$ cat config.mk
export PLATFORM = sky130hd
export DESIGN_NAME = wdtw_top
export DESIGN_NICKNAME = d
export VERILOG_FILES = /design/src/hdl/wdtw_pkg.sv /design/src/hdl/wdtw_sync.sv /design/src/hdl/wdtw_top.sv
export VERILOG_INCLUDE_DIRS = /design/src /design/src/hdl
export SDC_FILE = /design/constraint.sdc
export NUM_CORES = 1
export LEC_CHECK = 0
export ABC_AREA = 1
export ABC_CLOCK_PERIOD_IN_PS = 10600
export BUFFER_PORTS_ARGS = -buffer_cell sky130_fd_sc_hd__buf_4
export CORE_MARGIN = 2
export CORE_UTILIZATION = 60
export DETAILED_ROUTE_END_ITERATION = 10
export PLACE_DENSITY = 0.94
export SYNTH_ARGS = -nofsm -noshare
export SYNTH_HDL_FRONTEND = slang
export SYNTH_SLANG_ARGS = --single-unit
$ cat constraint.sdc
create_clock -name sys_clk_in -period 10.6 [get_ports sys_clk_in]
set_input_delay 1.06 -clock sys_clk_in [delete_from_list [all_inputs] [get_ports sys_clk_in]]
set_output_delay 1.06 -clock sys_clk_in [all_outputs]
set_load 0.005 [all_outputs]
$ cat src/hdl/wdtw_defines.svh
// Constants for the windowed watchdog: register offsets, bit positions,
// reset values and divider figures.
// Assumes inclusion by bare name from every file that needs the numbers.
`ifndef WDTW_DEFINES_SVH
`define WDTW_DEFINES_SVH

`define WDTW_ADDR_W          4
`define WDTW_OFS_RESET_CTRL  4'h0
`define WDTW_OFS_CONFIG_ONE  4'h4

`define WDTW_BIT_IDLE        2
`define WDTW_BIT_SLEEP       3
`define WDTW_BIT_TIMEOUT     4
`define WDTW_BIT_SOFT_EN     5

`define WDTW_POST_LSB        0
`define WDTW_POST_MSB        3
`define WDTW_BIT_PRESCALE    4
`define WDTW_BIT_WINDOW_DISABLE      6
`define WDTW_BIT_HARD_EN     7

`define WDTW_CFG_POST_RST    4'hf
`define WDTW_CFG_PRE_RST     1'h1
`define WDTW_CFG_WINDOW_DISABLE_RST  1'h1
`define WDTW_CFG_HARD_RST    1'h0

`define WDTW_RC_FREQ_KHZ     31
`define WDTW_BASE_5BIT_MS    1
`define WDTW_BASE_7BIT_MS    4
`define WDTW_PRE_SHIFT_5BIT  5
`define WDTW_PRE_SHIFT_7BIT  7
`define WDTW_CNT_W           23
`define WDTW_QUARTER_SHIFT   2
`define WDTW_DATA_ZERO       32'h00000000

`endif

$ cat src/hdl/wdtw_pkg.sv
// Types shared by the windowed watchdog files.
// Assumes the defines header is compiled alongside.
`include "wdtw_defines.svh"

package wdtw_pkg;

	typedef enum logic [1:0] {
		WDTW_RUN,
		WDTW_SLEEP,
		WDTW_IDLE
	} wdtw_power_e;

	typedef logic [`WDTW_CNT_W-1:0] wdtw_count_t;

endpackage : wdtw_pkg

$ cat src/hdl/wdtw_sync.sv
// Two-stage synchroniser for one level from outside the system clock.
// Assumes the input is a slow level such as the RC oscillator output.
`timescale 1ns/100ps
`default_nettype none

module wdtw_sync (
	input  wire logic sys_clk_in,
	input  wire logic sys_rst_in,
	input  wire logic async_in,
	output var  logic sync_out
);

	logic stage_one;

	always_ff @(posedge sys_clk_in or posedge sys_rst_in) begin
		if (sys_rst_in) begin
			stage_one <= 1'b0;
			sync_out  <= 1'b0;
		end else begin
			stage_one <= async_in;
			sync_out  <= stage_one;
		end
	end

endmodule : wdtw_sync

`default_nettype wire

$ cat src/hdl/wdtw_top.sv
// Windowed watchdog with prescaler, postscaler and an Avalon-MM register slave.
// Assumes the RC oscillator arrives as a pin far slower than the system clock.
`timescale 1ns/100ps
`default_nettype none
`include "wdtw_defines.svh"

module wdtw_top
	import wdtw_pkg::*;
(
	input  wire logic                   sys_clk_in,
	input  wire logic                   sys_rst_in,
	input  wire logic                   low_power_rc_osc_in,
	input  wire logic                   watchdog_clear_instr_in,
	input  wire logic                   power_save_instr_in,
	input  wire logic                   power_save_idle_in,
	input  wire logic                   wake_event_in,
	input  wire logic                   osc_switch_done_in,
	input  wire logic [`WDTW_ADDR_W-1:0] avs_address_in,
	input  wire logic                   avs_read_in,
	input  wire logic                   avs_write_in,
	input  wire logic [31:0]            avs_writedata_in,
	output var  logic [31:0]            avs_readdata_out,
	output logic                        avs_waitrequest_out,
	output var  logic                   low_power_rc_osc_en_out,
	output var  logic                   wdt_reset_out,
	output var  logic                   wake_out,
	output var  logic                   sleeping_out
);

	// Full period in RC edges: prescale divisor times the postscale ratio.
	function automatic wdtw_count_t period_len(input logic [3:0] post, input logic pre7);
		wdtw_count_t one;
		one = {{(`WDTW_CNT_W-1){1'b0}}, 1'b1};
		if (pre7) begin
			period_len = one << (`WDTW_PRE_SHIFT_7BIT + post);
		end else begin
			period_len = one << (`WDTW_PRE_SHIFT_5BIT + post);
		end
	endfunction : period_len

	logic        soft_enable_bit;
	logic        timeout_flag;
	logic        sleep_flag;
	logic        idle_flag;
	logic [3:0]  postscale_select;
	logic        prescale_select;
	logic        window_disable;
	logic        hard_enable_fuse;
	wdtw_power_e power_state;
	wdtw_count_t wdt_count;
	logic        rc_sync;
	logic        rc_prev;
	logic        rc_edge;
	logic        wdt_enabled;
	logic        windowed;
	logic        ack;
	logic        wr_take;
	logic        rst_ctrl_wr;
	logic        cfg_wr;
	logic        in_power_save;
	logic        at_terminal;
	logic        timeout;
	logic        window_open;
	logic        early_clear;
	logic        good_clear;
	logic        leave_power_save;
	logic        counter_zero;
	wdtw_count_t period;

	wdtw_sync u_rc_sync (
		.sys_clk_in (sys_clk_in),
		.sys_rst_in (sys_rst_in),
		.async_in   (low_power_rc_osc_in),
		.sync_out   (rc_sync)
	);

	always_ff @(posedge sys_clk_in or posedge sys_rst_in) begin
		if (sys_rst_in) begin
			rc_prev <= 1'b0;
		end else begin
			rc_prev <= rc_sync;
		end
	end

	assign rc_edge = rc_sync & ~rc_prev;

	// Bus slave answers on the second edge of each request.
	assign avs_waitrequest_out = (avs_read_in | avs_write_in) & ~ack;
	assign wr_take             = avs_write_in & ack;
	assign rst_ctrl_wr         = wr_take & (avs_address_in == `WDTW_OFS_RESET_CTRL);
	assign cfg_wr              = wr_take & (avs_address_in == `WDTW_OFS_CONFIG_ONE);

	always_ff @(posedge sys_clk_in or posedge sys_rst_in) begin
		if (sys_rst_in) begin
			ack <= 1'b0;
		end else begin
			ack <= (avs_read_in | avs_write_in) & ~ack;
		end
	end

	always_ff @(posedge sys_clk_in or posedge sys_rst_in) begin
		if (sys_rst_in) begin
			avs_readdata_out <= `WDTW_DATA_ZERO;
		end else if (avs_read_in & ~ack) begin
			avs_readdata_out <= `WDTW_DATA_ZERO;
			if (avs_address_in == `WDTW_OFS_RESET_CTRL) begin
				avs_readdata_out[`WDTW_BIT_IDLE]    <= idle_flag;
				avs_readdata_out[`WDTW_BIT_SLEEP]   <= sleep_flag;
				avs_readdata_out[`WDTW_BIT_TIMEOUT] <= timeout_flag;
				avs_readdata_out[`WDTW_BIT_SOFT_EN] <= soft_enable_bit;
			end else if (avs_address_in == `WDTW_OFS_CONFIG_ONE) begin
				avs_readdata_out[`WDTW_POST_MSB:`WDTW_POST_LSB] <= postscale_select;
				avs_readdata_out[`WDTW_BIT_PRESCALE]            <= prescale_select;
				avs_readdata_out[`WDTW_BIT_WINDOW_DISABLE]              <= window_disable;
				avs_readdata_out[`WDTW_BIT_HARD_EN]             <= hard_enable_fuse;
			end
		end
	end

	// Configuration word stands in for the fuses; it is loaded by software.
	always_ff @(posedge sys_clk_in or posedge sys_rst_in) begin
		if (sys_rst_in) begin
			postscale_select <= `WDTW_CFG_POST_RST;
			prescale_select  <= `WDTW_CFG_PRE_RST;
			window_disable   <= `WDTW_CFG_WINDOW_DISABLE_RST;
			hard_enable_fuse <= `WDTW_CFG_HARD_RST;
		end else if (cfg_wr) begin
			postscale_select <= avs_writedata_in[`WDTW_POST_MSB:`WDTW_POST_LSB];
			prescale_select  <= avs_writedata_in[`WDTW_BIT_PRESCALE];
			window_disable   <= avs_writedata_in[`WDTW_BIT_WINDOW_DISABLE];
			hard_enable_fuse <= avs_writedata_in[`WDTW_BIT_HARD_EN];
		end
	end

	always_ff @(posedge sys_clk_in or posedge sys_rst_in) begin
		if (sys_rst_in) begin
			soft_enable_bit <= 1'b0;
		end else if (rst_ctrl_wr) begin
			soft_enable_bit <= avs_writedata_in[`WDTW_BIT_SOFT_EN];
		end
	end

	assign wdt_enabled = hard_enable_fuse | soft_enable_bit;
	assign windowed    = ~window_disable;

	always_ff @(posedge sys_clk_in or posedge sys_rst_in) begin
		if (sys_rst_in) begin
			low_power_rc_osc_en_out <= 1'b0;
		end else begin
			low_power_rc_osc_en_out <= wdt_enabled;
		end
	end

	// Period is 32 or 128 RC edges times the postscale ratio, 1 ms or 4 ms at 1:1.
	assign period      = period_len(postscale_select, prescale_select);
	assign at_terminal = (wdt_count == period - 1'b1);
	assign timeout     = wdt_enabled & rc_edge & at_terminal;
	// Final quarter starts at three quarters of the period.
	assign window_open = wdt_count >= (period - (period >> `WDTW_QUARTER_SHIFT));
	assign in_power_save = (power_state != WDTW_RUN);

	assign early_clear = wdt_enabled & windowed & watchdog_clear_instr_in
		& ~in_power_save & ~window_open;
	assign good_clear  = watchdog_clear_instr_in & ~in_power_save
		& (~windowed | window_open);

	assign leave_power_save = in_power_save & (wake_event_in | timeout);

	assign counter_zero = osc_switch_done_in | power_save_instr_in | leave_power_save
		| good_clear | early_clear | timeout | ~wdt_enabled;

	// Prescaler and postscaler are one merged counter, so one clear zeroes both.
	always_ff @(posedge sys_clk_in or posedge sys_rst_in) begin
		if (sys_rst_in) begin
			wdt_count <= '0;
		end else if (counter_zero) begin
			wdt_count <= '0;
		end else if (rc_edge) begin
			wdt_count <= wdt_count + 1'b1;
		end
	end

	always_ff @(posedge sys_clk_in or posedge sys_rst_in) begin
		if (sys_rst_in) begin
			power_state <= WDTW_RUN;
		end else begin
			unique case (power_state)
				WDTW_RUN: begin
					if (power_save_instr_in) begin
						power_state <= power_save_idle_in ? WDTW_IDLE : WDTW_SLEEP;
					end
				end
				WDTW_SLEEP, WDTW_IDLE: begin
					if (leave_power_save) begin
						power_state <= WDTW_RUN;
					end
				end
				default: begin
					power_state <= WDTW_RUN;
				end
			endcase
		end
	end

	always_ff @(posedge sys_clk_in or posedge sys_rst_in) begin
		if (sys_rst_in) begin
			wake_out      <= 1'b0;
			wdt_reset_out <= 1'b0;
		end else begin
			wake_out      <= timeout & in_power_save;
			wdt_reset_out <= (timeout & ~in_power_save) | early_clear;
		end
	end

	always_ff @(posedge sys_clk_in or posedge sys_rst_in) begin
		if (sys_rst_in) begin
			sleeping_out <= 1'b0;
		end else begin
			sleeping_out <= in_power_save & ~leave_power_save;
		end
	end

	// Hardware set wins over a software clear in the same cycle.
	always_ff @(posedge sys_clk_in or posedge sys_rst_in) begin
		if (sys_rst_in) begin
			timeout_flag <= 1'b0;
		end else if (timeout | early_clear) begin
			timeout_flag <= 1'b1;
		end else if (rst_ctrl_wr & ~avs_writedata_in[`WDTW_BIT_TIMEOUT]) begin
			timeout_flag <= 1'b0;
		end
	end

	// The status bits remain set after a wake so software can see the cause.
	always_ff @(posedge sys_clk_in or posedge sys_rst_in) begin
		if (sys_rst_in) begin
			sleep_flag <= 1'b0;
			idle_flag  <= 1'b0;
		end else begin
			if (power_save_instr_in & ~in_power_save & ~power_save_idle_in) begin
				sleep_flag <= 1'b1;
			end else if (rst_ctrl_wr & ~avs_writedata_in[`WDTW_BIT_SLEEP]) begin
				sleep_flag <= 1'b0;
			end
			if (power_save_instr_in & ~in_power_save & power_save_idle_in) begin
				idle_flag <= 1'b1;
			end else if (rst_ctrl_wr & ~avs_writedata_in[`WDTW_BIT_IDLE]) begin
				idle_flag <= 1'b0;
			end
		end
	end

endmodule : wdtw_top

`default_nettype wire

After elaboration in Yosys (flattened, before gate mapping)
Index checks and enable logic that the tools add are counted.
{ "word_totals": {"register_bits": 52, "inputBits": 46, "wordCells": 108} }
{ "op_classes": {"add_sub_neg": 5, "n_lt_le_gt_ge": 1, "n_eq_ne": 6, "n_shift": 2, "mux": 19, "n_bitwise": 47, "reduce_logical": 9} }
{ "ops": {"columns": ["cell", "count"], "rows": [
  ["$mux 23", 3],
  ["$shl 1x5->23 const A", 2],
  ["$and 1x1->1", 24],
  ["$add 23x1->23 const B", 1],
  ["$eq 23x23->1", 1],
  ["$ge 23x23->1", 1],
  ["$sub 23x1->23 const B", 1],
  ["$sub 23x21->23", 1],
  ["$mux 2", 6],
  ["$or 1x1->1", 12],
  ["$not 1->1", 11],
  ["$add 3x4->5 const A", 2],
  ["$reduce_bool 2->1", 5],
  ["$mux 1", 7],
  ["$mux 5", 1],
  ["$eq 4x3->1 const B", 1],
  ["$logic_not 4->1", 1],
  ["$ne 2x2->1 const B", 2],
  ["$pmux 2 s2", 1],
  ["$mux 3", 1],
  ["$eq 2x1->1 const B", 1],
  ["$eq 2x2->1 const B", 1],
  ["$logic_not 2->1", 1],
  ["$reduce_and 2->1", 1],
  ["$reduce_or 2->1", 1]
]} }

Logic depth before layout (Yosys ltp)
Gate-level depths: netlist (run 1).
{ "logic_depth": {"word_depth": 14, "depth_mapped": 33, "depth_no_buf": 32} }

Cells and area by module
From an unflattened synthesis (run 1), not the netlist that was laid out.
{ "unflattened": {"hier_cells": 746, "area_unflattened_um2": 5152.4} }
{ "by_module_without_submodules": {"columns": ["module", "instances", "cells_each", "area_each_um2"], "rows": [
  ["wdtw_top", 1, 743, 5098.6],
  ["wdtw_sync", 1, 3, 53.8]
]} }

Worst setup path before layout (run 1)
Ideal clock, no wire load.
{ "synth_timing": {"path_kind": "register to register", "start": "reg postscale_select[1]", "end": "reg wdt_count[1]", "arrival_ns": 4.503, "required_time_ns": 10.478, "slack_ns": 5.974, "path_stages_with_launch": 29, "path_buffers": 1, "synth_period_minus_slack_ns": 4.626, "cell_sequence": "dfstp_2 > ha_1 > nand2_4 > nand3_4 > nor2_4 > inv_1 > nor2_1 > inv_1 > ha_1 > nand2_1 > nor4_1 > a21oi_1 > o21ai_0 > a21oi_1 > o21ai_0 > nand2_1 > nand3b_1 > xor2_1 > ha_1 > nand2_1 > inv_1 > nor4_1 > and2_1 > nand3_1 > o22ai_1 > nor2_1 > nand2_2 > buf_6 > nor2_2"} }
{ "synth_via": {"elab_chain_cells": 14, "word_cells_on_any_way": 23, "classes_between": "add/sub (4); order compare (1); eq/ne (1); shift (2); mux (2); bitwise (12); reduce/logical (1)"} }
{ "synth_rtl": {"columns": ["item", "line", "source"], "rows": [
  ["start: declaration", "wdtw_top.sv:45", "logic [3:0] postscale_select;"],
  ["start signal: assignment", "wdtw_top.sv:123", "postscale_select <= `WDTW_CFG_POST_RST;"],
  ["start signal: assignment", "wdtw_top.sv:128", "postscale_select <= avs_writedata_in[`WDTW_POST_MSB:`WDTW_POST_LSB];"],
  ["$add 3x4->5 (no line)", null, null],
  ["$shl 1x5->23, on equally long branches", "wdtw_top.sv:37, wdtw_top.sv:35", null],
  ["$mux 23 (*)", "wdtw_top.sv:34", "if (pre7) begin"],
  ["parallel branches: the longest is 8 deep, another holds $sub 23x21->23", null, null],
  ["$or 1x1->1 (*) (2 in series)", "wdtw_top.sv:170", "| good_clear | early_clear | timeout | ~wdt_enabled;"],
  ["$mux 23 or $reduce_bool 2->1 (tied branches)", null, null],
  ["end signal: assignment", "wdtw_top.sv:179", "wdt_count <= wdt_count + 1'b1;"],
  ["end: declaration", "wdtw_top.sv:50", "wdtw_count_t wdt_count;"]
]} }
Every way passes the cells marked *.
A chain may end at the register's enable or synchronous reset.

Final worst setup path (run 1)
{ "layout_timing": {"start": "reg postscale_select[1]", "end": "reg wdt_count[18]"} }
The elaborated chain is that of the path after synthesis.

==> run summary, run 1 <==
Status -> finished clean
Syn Std Cell Area -> 0.00531 sq mm
Ant diodes -> 0
Resized cells post-CTS -> 0
Hold Startpoint -> u_rc_sync.stage_one
RSZ-0062 raised after global routing -> no
Logic pwr share -> 62.7%
CTS hold repair buffers -> 0
Area Overhead vs Synth -> 7.11%
Initial core utilization -> 61.5%
Vias in the first global route -> 4761
Hold Path Class -> flip-flop to flip-flop
Final WS setup -> 4.56 ns
Fill cell count -> 705
Hold path endpoint -> u_rc_sync.sync_out
Die X -> 98.1 um
CTS buffer count -> 5
#FFs+latches synth -> 52
Post-CTS Setup Bufs -> 0
Share of layout cells above drive strength 1 -> 14.9%
Slew @ Worst Pin -> 0.703 ns
Clock root cell -> clkbuf_8
Cell mode on critical path -> nand2_2
Top post-synthesis cells by count -> 156 x nand2_1, 107 x inv_1, 48 x ha_1, 48 x nor2_1, 46 x dfrtp_1
Via count -> 5011
Worst-Skew Late Latency -> 0.31 ns
P_int -> 0.000482 W
Worst reg2reg path depth -> 27
Setup crit end kind -> flip-flop
CTS tree -> yes
EDFF count, synth -> 0
Die area -> 0.00962 sq mm
PwrDens -> 165 mW/mm^2
Switching part of the total power -> 48.8%
First-pass GRT wire length -> 21.3 mm
Hold path depth -> 0
DRT Pass-1 Iters -> 5
Final setup viols -> 0
Avg Cell Area, Syn -> 7.17 sq um
Seq. cell area -> 0.00131 sq mm
Largest net degree at the start of global routing -> 53
Fraction of registers with async set/reset -> 100%
Max-cap violations -> 0
Synth warnings -> 0
Io pins -> 83
Footprint of the multi-input gates -> 0.00347 sq mm
Remaining DRCs -> 0
Grt ovf -> 0
Clock-pin slew on the worst setup and hold paths -> 0.09 ns
CP max FO -> 23
Register area share after synthesis -> 24.6%
Antenna violations before repair -> 0
Fin crit share -> 57.0%
Top-count cell post-synth -> nand2_1
Post-layout min period -> 6.04 ns
I/O Buffers -> 34
Clock Sinks -> 52
R2R Path End -> wdt_count[18]
Fin. max-slew vios -> 0
Final instance area -> 0.00569 sq mm
Place WS -> 4.79 ns
Routability cong. -> 1.02
CP delay by family, top -> simple AND/OR/NAND/NOR gates
DP HPWL -> 9.84 mm
Overall Global Routing Usage -> 26.8%
Post-DP Area -> 0.00561 sq mm
Final ANT Viol Nets -> 0
DR WL/cell -> 14.0 um
Largest cells by area after synthesis -> dfrtp_1 22%, ha_1 11%, nand2_1 11%
Peak VDD IR -> 100 uV
Sequential power share -> 25.3%
LEAKAGE -> 2.97 nW
Core box area -> 0.00864 sq mm
Yosys top cell area share -> 21.7%
DR vias/cell -> 5.61
Total wire length -> 12.5 mm
Worst R2R Start -> postscale_select[1]
Buffers and inverters on the worst path -> 0
Largest area contributor in the netlist -> dfrtp_1
Net Sw Power -> 0.000460 W
Fin Setup TNS -> 0 ns
Setup slack, reg-to-reg -> 4.56 ns
Final count of hold timing violations -> 0
Fin util -> 65.9%
Worst Skew -> 0.00834 ns
Site Rows -> 34
Top_reg_cell synth -> dfrtp_1
Cells after Synth -> 741
Crit path kind -> flip-flop to flip-flop
CP required -> 10.77 ns
Clock buffer depth -> 2
H-Tree Depth -> 2
Slew margin rel. -> 52.8%
Nets@finish -> 881
Fmax -> 165 MHz
Slowest stage delay, CP -> 0.57 ns
Die Ht -> 98.1 um
CP max-delay cell -> dfstp_2
Cell variety after synth -> 46
Initial DRC Count -> 484
Arrival @ worst endpoint -> 6.21 ns
Worst Setup Start Kind -> flip-flop
Clk pwr share -> 12.1%
## how the worst max path moves through the flow
stage / start / end / cells after the start
detailed placement: postscale_select[1] / wdt_count[18] / 27
global placement: prescale_select / wdt_count[18] / 27
CTS: postscale_select[1] / wdt_count[18] / 27
floorplan: postscale_select[1] / wdt_count[1] / 28
finish: postscale_select[1] / wdt_count[18] / 27
global route: postscale_select[1] / wdt_count[20] / 27
## power by group through the flow
stage | registers [W] | logic (W) | clock network [W]
after detailed placement | 0.000241 | 0.000571 | 0
final | 0.000238 | 0.000590 | 0.000114
after global routing | 0.000241 | 0.000662 | 0.000123
after CTS | 0.000238 | 0.000577 | 0.000114
after floorplan | 0.000234 | 0.000471 | 0
after global placement | 0.000240 | 0.000553 | 0
## cell usage in the layout, fill, tap and decap left out, types with 6 or more instances in the layout
cell,Yosys,final
dfrtp_1,46,46
nor2_1,48,48
nor2_4,6,6
nand2_2,8,8
nor3_1,16,16
ha_1,48,48
nand3_2,8,8
conb_1,2,36
nand2_1,156,156
inv_1,107,106
xnor2_1,6,6
buf_4,24,35
a21oi_1,43,43
dfstp_2,6,6
nand4_1,22,22
nor2_2,28,28
o21ai_0,19,19
nand3_1,42,42
inv_2,6,7
xor2_1,43,43
## cells by family after synthesis
family,after synthesis,synth area share [%]
compound gates,85,8.95
xor+xnor,49,8.08
fa+ha+maj,49,11.7
buf+inv,144,12.4
flops,52,24.6
mux,4,0.848
other cells,2,0.141
simple gates,356,33.3
## per-layer routing
metal  up-vias  wire (um)  track usage [%]
met4         0        294             10.0
met2       169       6090             46.5
met3        31        616             2.86
met5         -          0                0
met1      2364       5510             34.4
li1       2447          -                -
## through the flow
step                      hold WS [ns]  total power (W)  instances
after CTS                        0.361         0.000929        894
after global placement           0.334         0.000794        887
final                            0.358         0.000942        894
after global routing             0.376          0.00103        894
after floorplan                  0.331         0.000705        775
after detailed placement         0.339         0.000812        887
## sequential cells by signal, summed over array words and instances (netlist names), 2 cells and up
register          flops
postscale_select      4
avs_readdata_out      8
wdt_count            23
power_state           2
## worst register-to-register path, stage by stage (launching register included)
cell      delay (ns)
dfstp_2         0.57
ha_1            0.33
nand2_4         0.16
nand2_4         0.10
nand2_2         0.08
nand2_2         0.17
nor2_2          0.23
nand2_2         0.12
ha_1            0.38
nand2_1         0.11
nor4_1          0.29
a21oi_1         0.18
o21ai_0         0.43
a21oi_1         0.14
o21ai_0         0.31
nand2_1         0.09
nand3b_1        0.11
xor2_1          0.17
ha_1            0.29
nand4_1         0.15
a31oi_1         0.07
nor4_1          0.16
and2_1          0.21
nand3_1         0.10
o22ai_1         0.23
nor2_1          0.09
nand2_2         0.52
nor2_1          0.10
## final cells by class
class | count | area share [%]
clock inverters | 2 | 0.286
flip-flops and latches | 52 | 23.0
inverters | 113 | 7.45
multi-input cells | 579 | 61.1
repair buffers | 35 | 4.62
clock buffers | 5 | 1.21
well taps | 108 | 2.37
Power figures use the tool's default switching activity.
==> inputs of run 2 (changes only) <==
--- a/config.mk
+++ b/config.mk
@@ -7,12 +7,12 @@
 export NUM_CORES = 1
 export LEC_CHECK = 0
 export ABC_AREA = 1
-export ABC_CLOCK_PERIOD_IN_PS = 10600
+export ABC_CLOCK_PERIOD_IN_PS = 5900
 export BUFFER_PORTS_ARGS = -buffer_cell sky130_fd_sc_hd__buf_4
 export CORE_MARGIN = 2
-export CORE_UTILIZATION = 60
+export CORE_UTILIZATION = 59
 export DETAILED_ROUTE_END_ITERATION = 10
-export PLACE_DENSITY = 0.94
+export PLACE_DENSITY = 0.93
 export SYNTH_ARGS = -nofsm -noshare
 export SYNTH_HDL_FRONTEND = slang
 export SYNTH_SLANG_ARGS = --single-unit
==> constraint.sdc (replaced) <==
create_clock -name sys_clk_in -period 5.9 [get_ports sys_clk_in]
set_input_delay 0.59 -clock sys_clk_in [delete_from_list [all_inputs] [get_ports sys_clk_in]]
set_output_delay 0.59 -clock sys_clk_in [all_outputs]
set_load 0.005 [all_outputs]
==> run 2 against run 1 <==
Combinational power rose by 76%. Cell area grew 0.42%. Highest routed layer unchanged. First-iteration DRC count decreased by 19%. Critical endpoint is now wdt_count[10]. Non-clock buffer count unchanged. Critical path type unchanged.
==> run summary, run 2 (synthesis gave the netlist of run 1 again) <==
Max-cap violations -> 0
Grt ovf -> 0
Core box area -> 0.00872 sq mm
Fin. max-slew vios -> 0
Setup slack, reg-to-reg -> 0.56 ns
H-Tree Depth -> 2
Top Usage Layer GRT -> met2
Clock Sinks -> 52
Cell mode on critical path -> nand2_2
Biggest regs -> wdt_count: 23 flops, avs_readdata_out: 8 flops, postscale_select: 4 flops
Status -> finished clean
Share of layout cells above drive strength 1 -> 15.0%
Fill cell count -> 729
Commonest non-fill, non-tap cell in the layout -> nand2_1
Clock-pin slew on the worst setup and hold paths -> 0.10 ns
Io pins -> 83
Placed insts -> 887
Met2 GRT Util -> 40.9%
RSZ-0062 raised after global routing -> no
PwrDens -> 295 mW/mm^2
Nets@finish -> 881
Fmax -> 187 MHz
Slowest stage delay, CP -> 0.56 ns
Overall Global Routing Usage -> 24.9%
Worst-Skew Late Latency -> 0.31 ns
Peak VDD IR -> 195 uV
Via count -> 4918
Fin Setup TNS -> 0 ns
LEAKAGE -> 2.99 nW
Largest net degree at the start of global routing -> 53
CP max-delay cell -> dfstp_2
Die Ht -> 98.9 um
Ant diodes -> 0
Vias in the first global route -> 4583
CP max FO -> 23
Clock buffer depth -> 2
Fin util -> 65.5%
Seq. cell area -> 0.00131 sq mm
Final count of hold timing violations -> 0
Footprint of the multi-input gates -> 0.00347 sq mm
Hold Path Class -> flip-flop to flip-flop
Post-layout min period -> 5.34 ns
Sequential power share -> 25.3%
CTS tree -> yes
Non-Filler Instances -> 895
Met1 Usage GRT -> 34.1%
Site Rows -> 34
P_int -> 0.000871 W
Net Sw Power -> 0.000814 W
Total wire length -> 11.9 mm
Largest register by flop count -> wdt_count
Max reg flops -> 23
Met3 Usage GRT -> 2.41%
Final ANT Viol Nets -> 0
Die X -> 98.9 um
I/O Buffers -> 34
CP required -> 6.11 ns
Post-DP Area -> 0.00562 sq mm
Total chip power -> 0.00169 W
Most frequent cells in the layout -> 156 x nand2_1, 106 x inv_1, 48 x nor2_1, 48 x ha_1, 46 x dfrtp_1
Switching part of the total power -> 48.3%
Fin crit share -> 90.4%
DRT Pass-1 Iters -> 8
First-pass GRT wire length -> 20.3 mm
Worst Setup Start Kind -> flip-flop
Slew @ Worst Pin -> 1.05 ns
Clock root cell -> clkbuf_8
Setup crit end kind -> flip-flop
Die area -> 0.00978 sq mm
DP HPWL -> 9.64 mm
Crit path kind -> flip-flop to flip-flop
CTS buffer count -> 5
DR WL/cell -> 13.3 um
Remaining DRCs -> 0
Clk pwr share -> 12.8%
Area Overhead vs Synth -> 7.56%
Antenna violations before repair -> 0
DR vias/cell -> 5.49
Initial DRC Count -> 392
Logic pwr share -> 61.8%
Initial core utilization -> 60.9%
Slew margin rel. -> 29.9%
Arrival @ worst endpoint -> 5.55 ns
Final instance area -> 0.00571 sq mm
Routability cong. -> 0.987
Worst Skew -> 0.00706 ns
Final setup viols -> 0
## run 2: cell count changes in the layout (fill, tap and decap cells not counted), sizes merged
cell    delta
clkinv     +1
## run 2: power groups by stage
| stage | registers [W] | logic (W) | clock network (W) |
|---|---|---|---|
| after floorplan | 0.000420 | 0.000846 | 0 |
| after global placement | 0.000433 | 0.000990 | 0 |
| after detailed placement | 0.000433 | 0.00102 | 0 |
| after CTS | 0.000426 | 0.00103 | 0.000216 |
| after global routing | 0.000432 | 0.00118 | 0.000232 |
| final | 0.000427 | 0.00104 | 0.000216 |
## run 2: routing by layer
| metal | wire length [um] | vias up |
|---|---|---|
| met2 | 5480 | 193 |
| met1 | 5250 | 2245 |
| li1 | - | 2439 |
| met3 | 785 | 41 |
| met4 | 393 | 0 |
| met5 | 0 | - |
## run 2: critical path, delay by kind of cell (launching register included)
family | cells | cell delay, ns
buffers and inverters | 1 | 0.19
adder cells (fa/ha/maj) | 3 | 1.00
AND/OR/NAND/NOR | 17 | 2.21
XOR/XNOR | 1 | 0.16
flip-flops | 1 | 0.56
AO/OA/AOI/OAI | 6 | 1.06
## run 2: path summary, 6_finish.rpt
kind,startpoint,to,depth (start not counted)
max in group asynchronous,sys_rst_in,wdt_count[19],2
max,prescale_select,wdt_count[10],28
min reg2reg,u_rc_sync.stage_one,u_rc_sync.sync_out,0
min,u_rc_sync.stage_one,u_rc_sync.sync_out,0
max reg2reg,prescale_select,wdt_count[10],28
min in group asynchronous,sys_rst_in,wdt_count[11],2
## run 2: what timing repair did
action / CTS / global route
setup buffers: 0 / 0
hold buffers: 0 / 0
gates resized for setup: 0 / 1
setup endpoints to repair: 0 / 23
## run 2: stage by stage
step / worst slack (ns) / hold slack [ns]
final: 0.564 / 0.357
after global routing: 0.0426 / 0.362
after CTS: 0.469 / 0.360
after detailed placement: 0.501 / 0.337
after global placement: 0.614 / 0.334
after floorplan: 1.27 / 0.331
## run 2: cell type report
class	count	area share [%]
Sequential cell	52	22.9
Clock inverter	3	0.482
Clock buffer	5	1.20
Multi-Input combinational cell	579	60.8
Inverter	113	7.42
Tap cell	108	2.36
Timing Repair Buffer	35	4.82
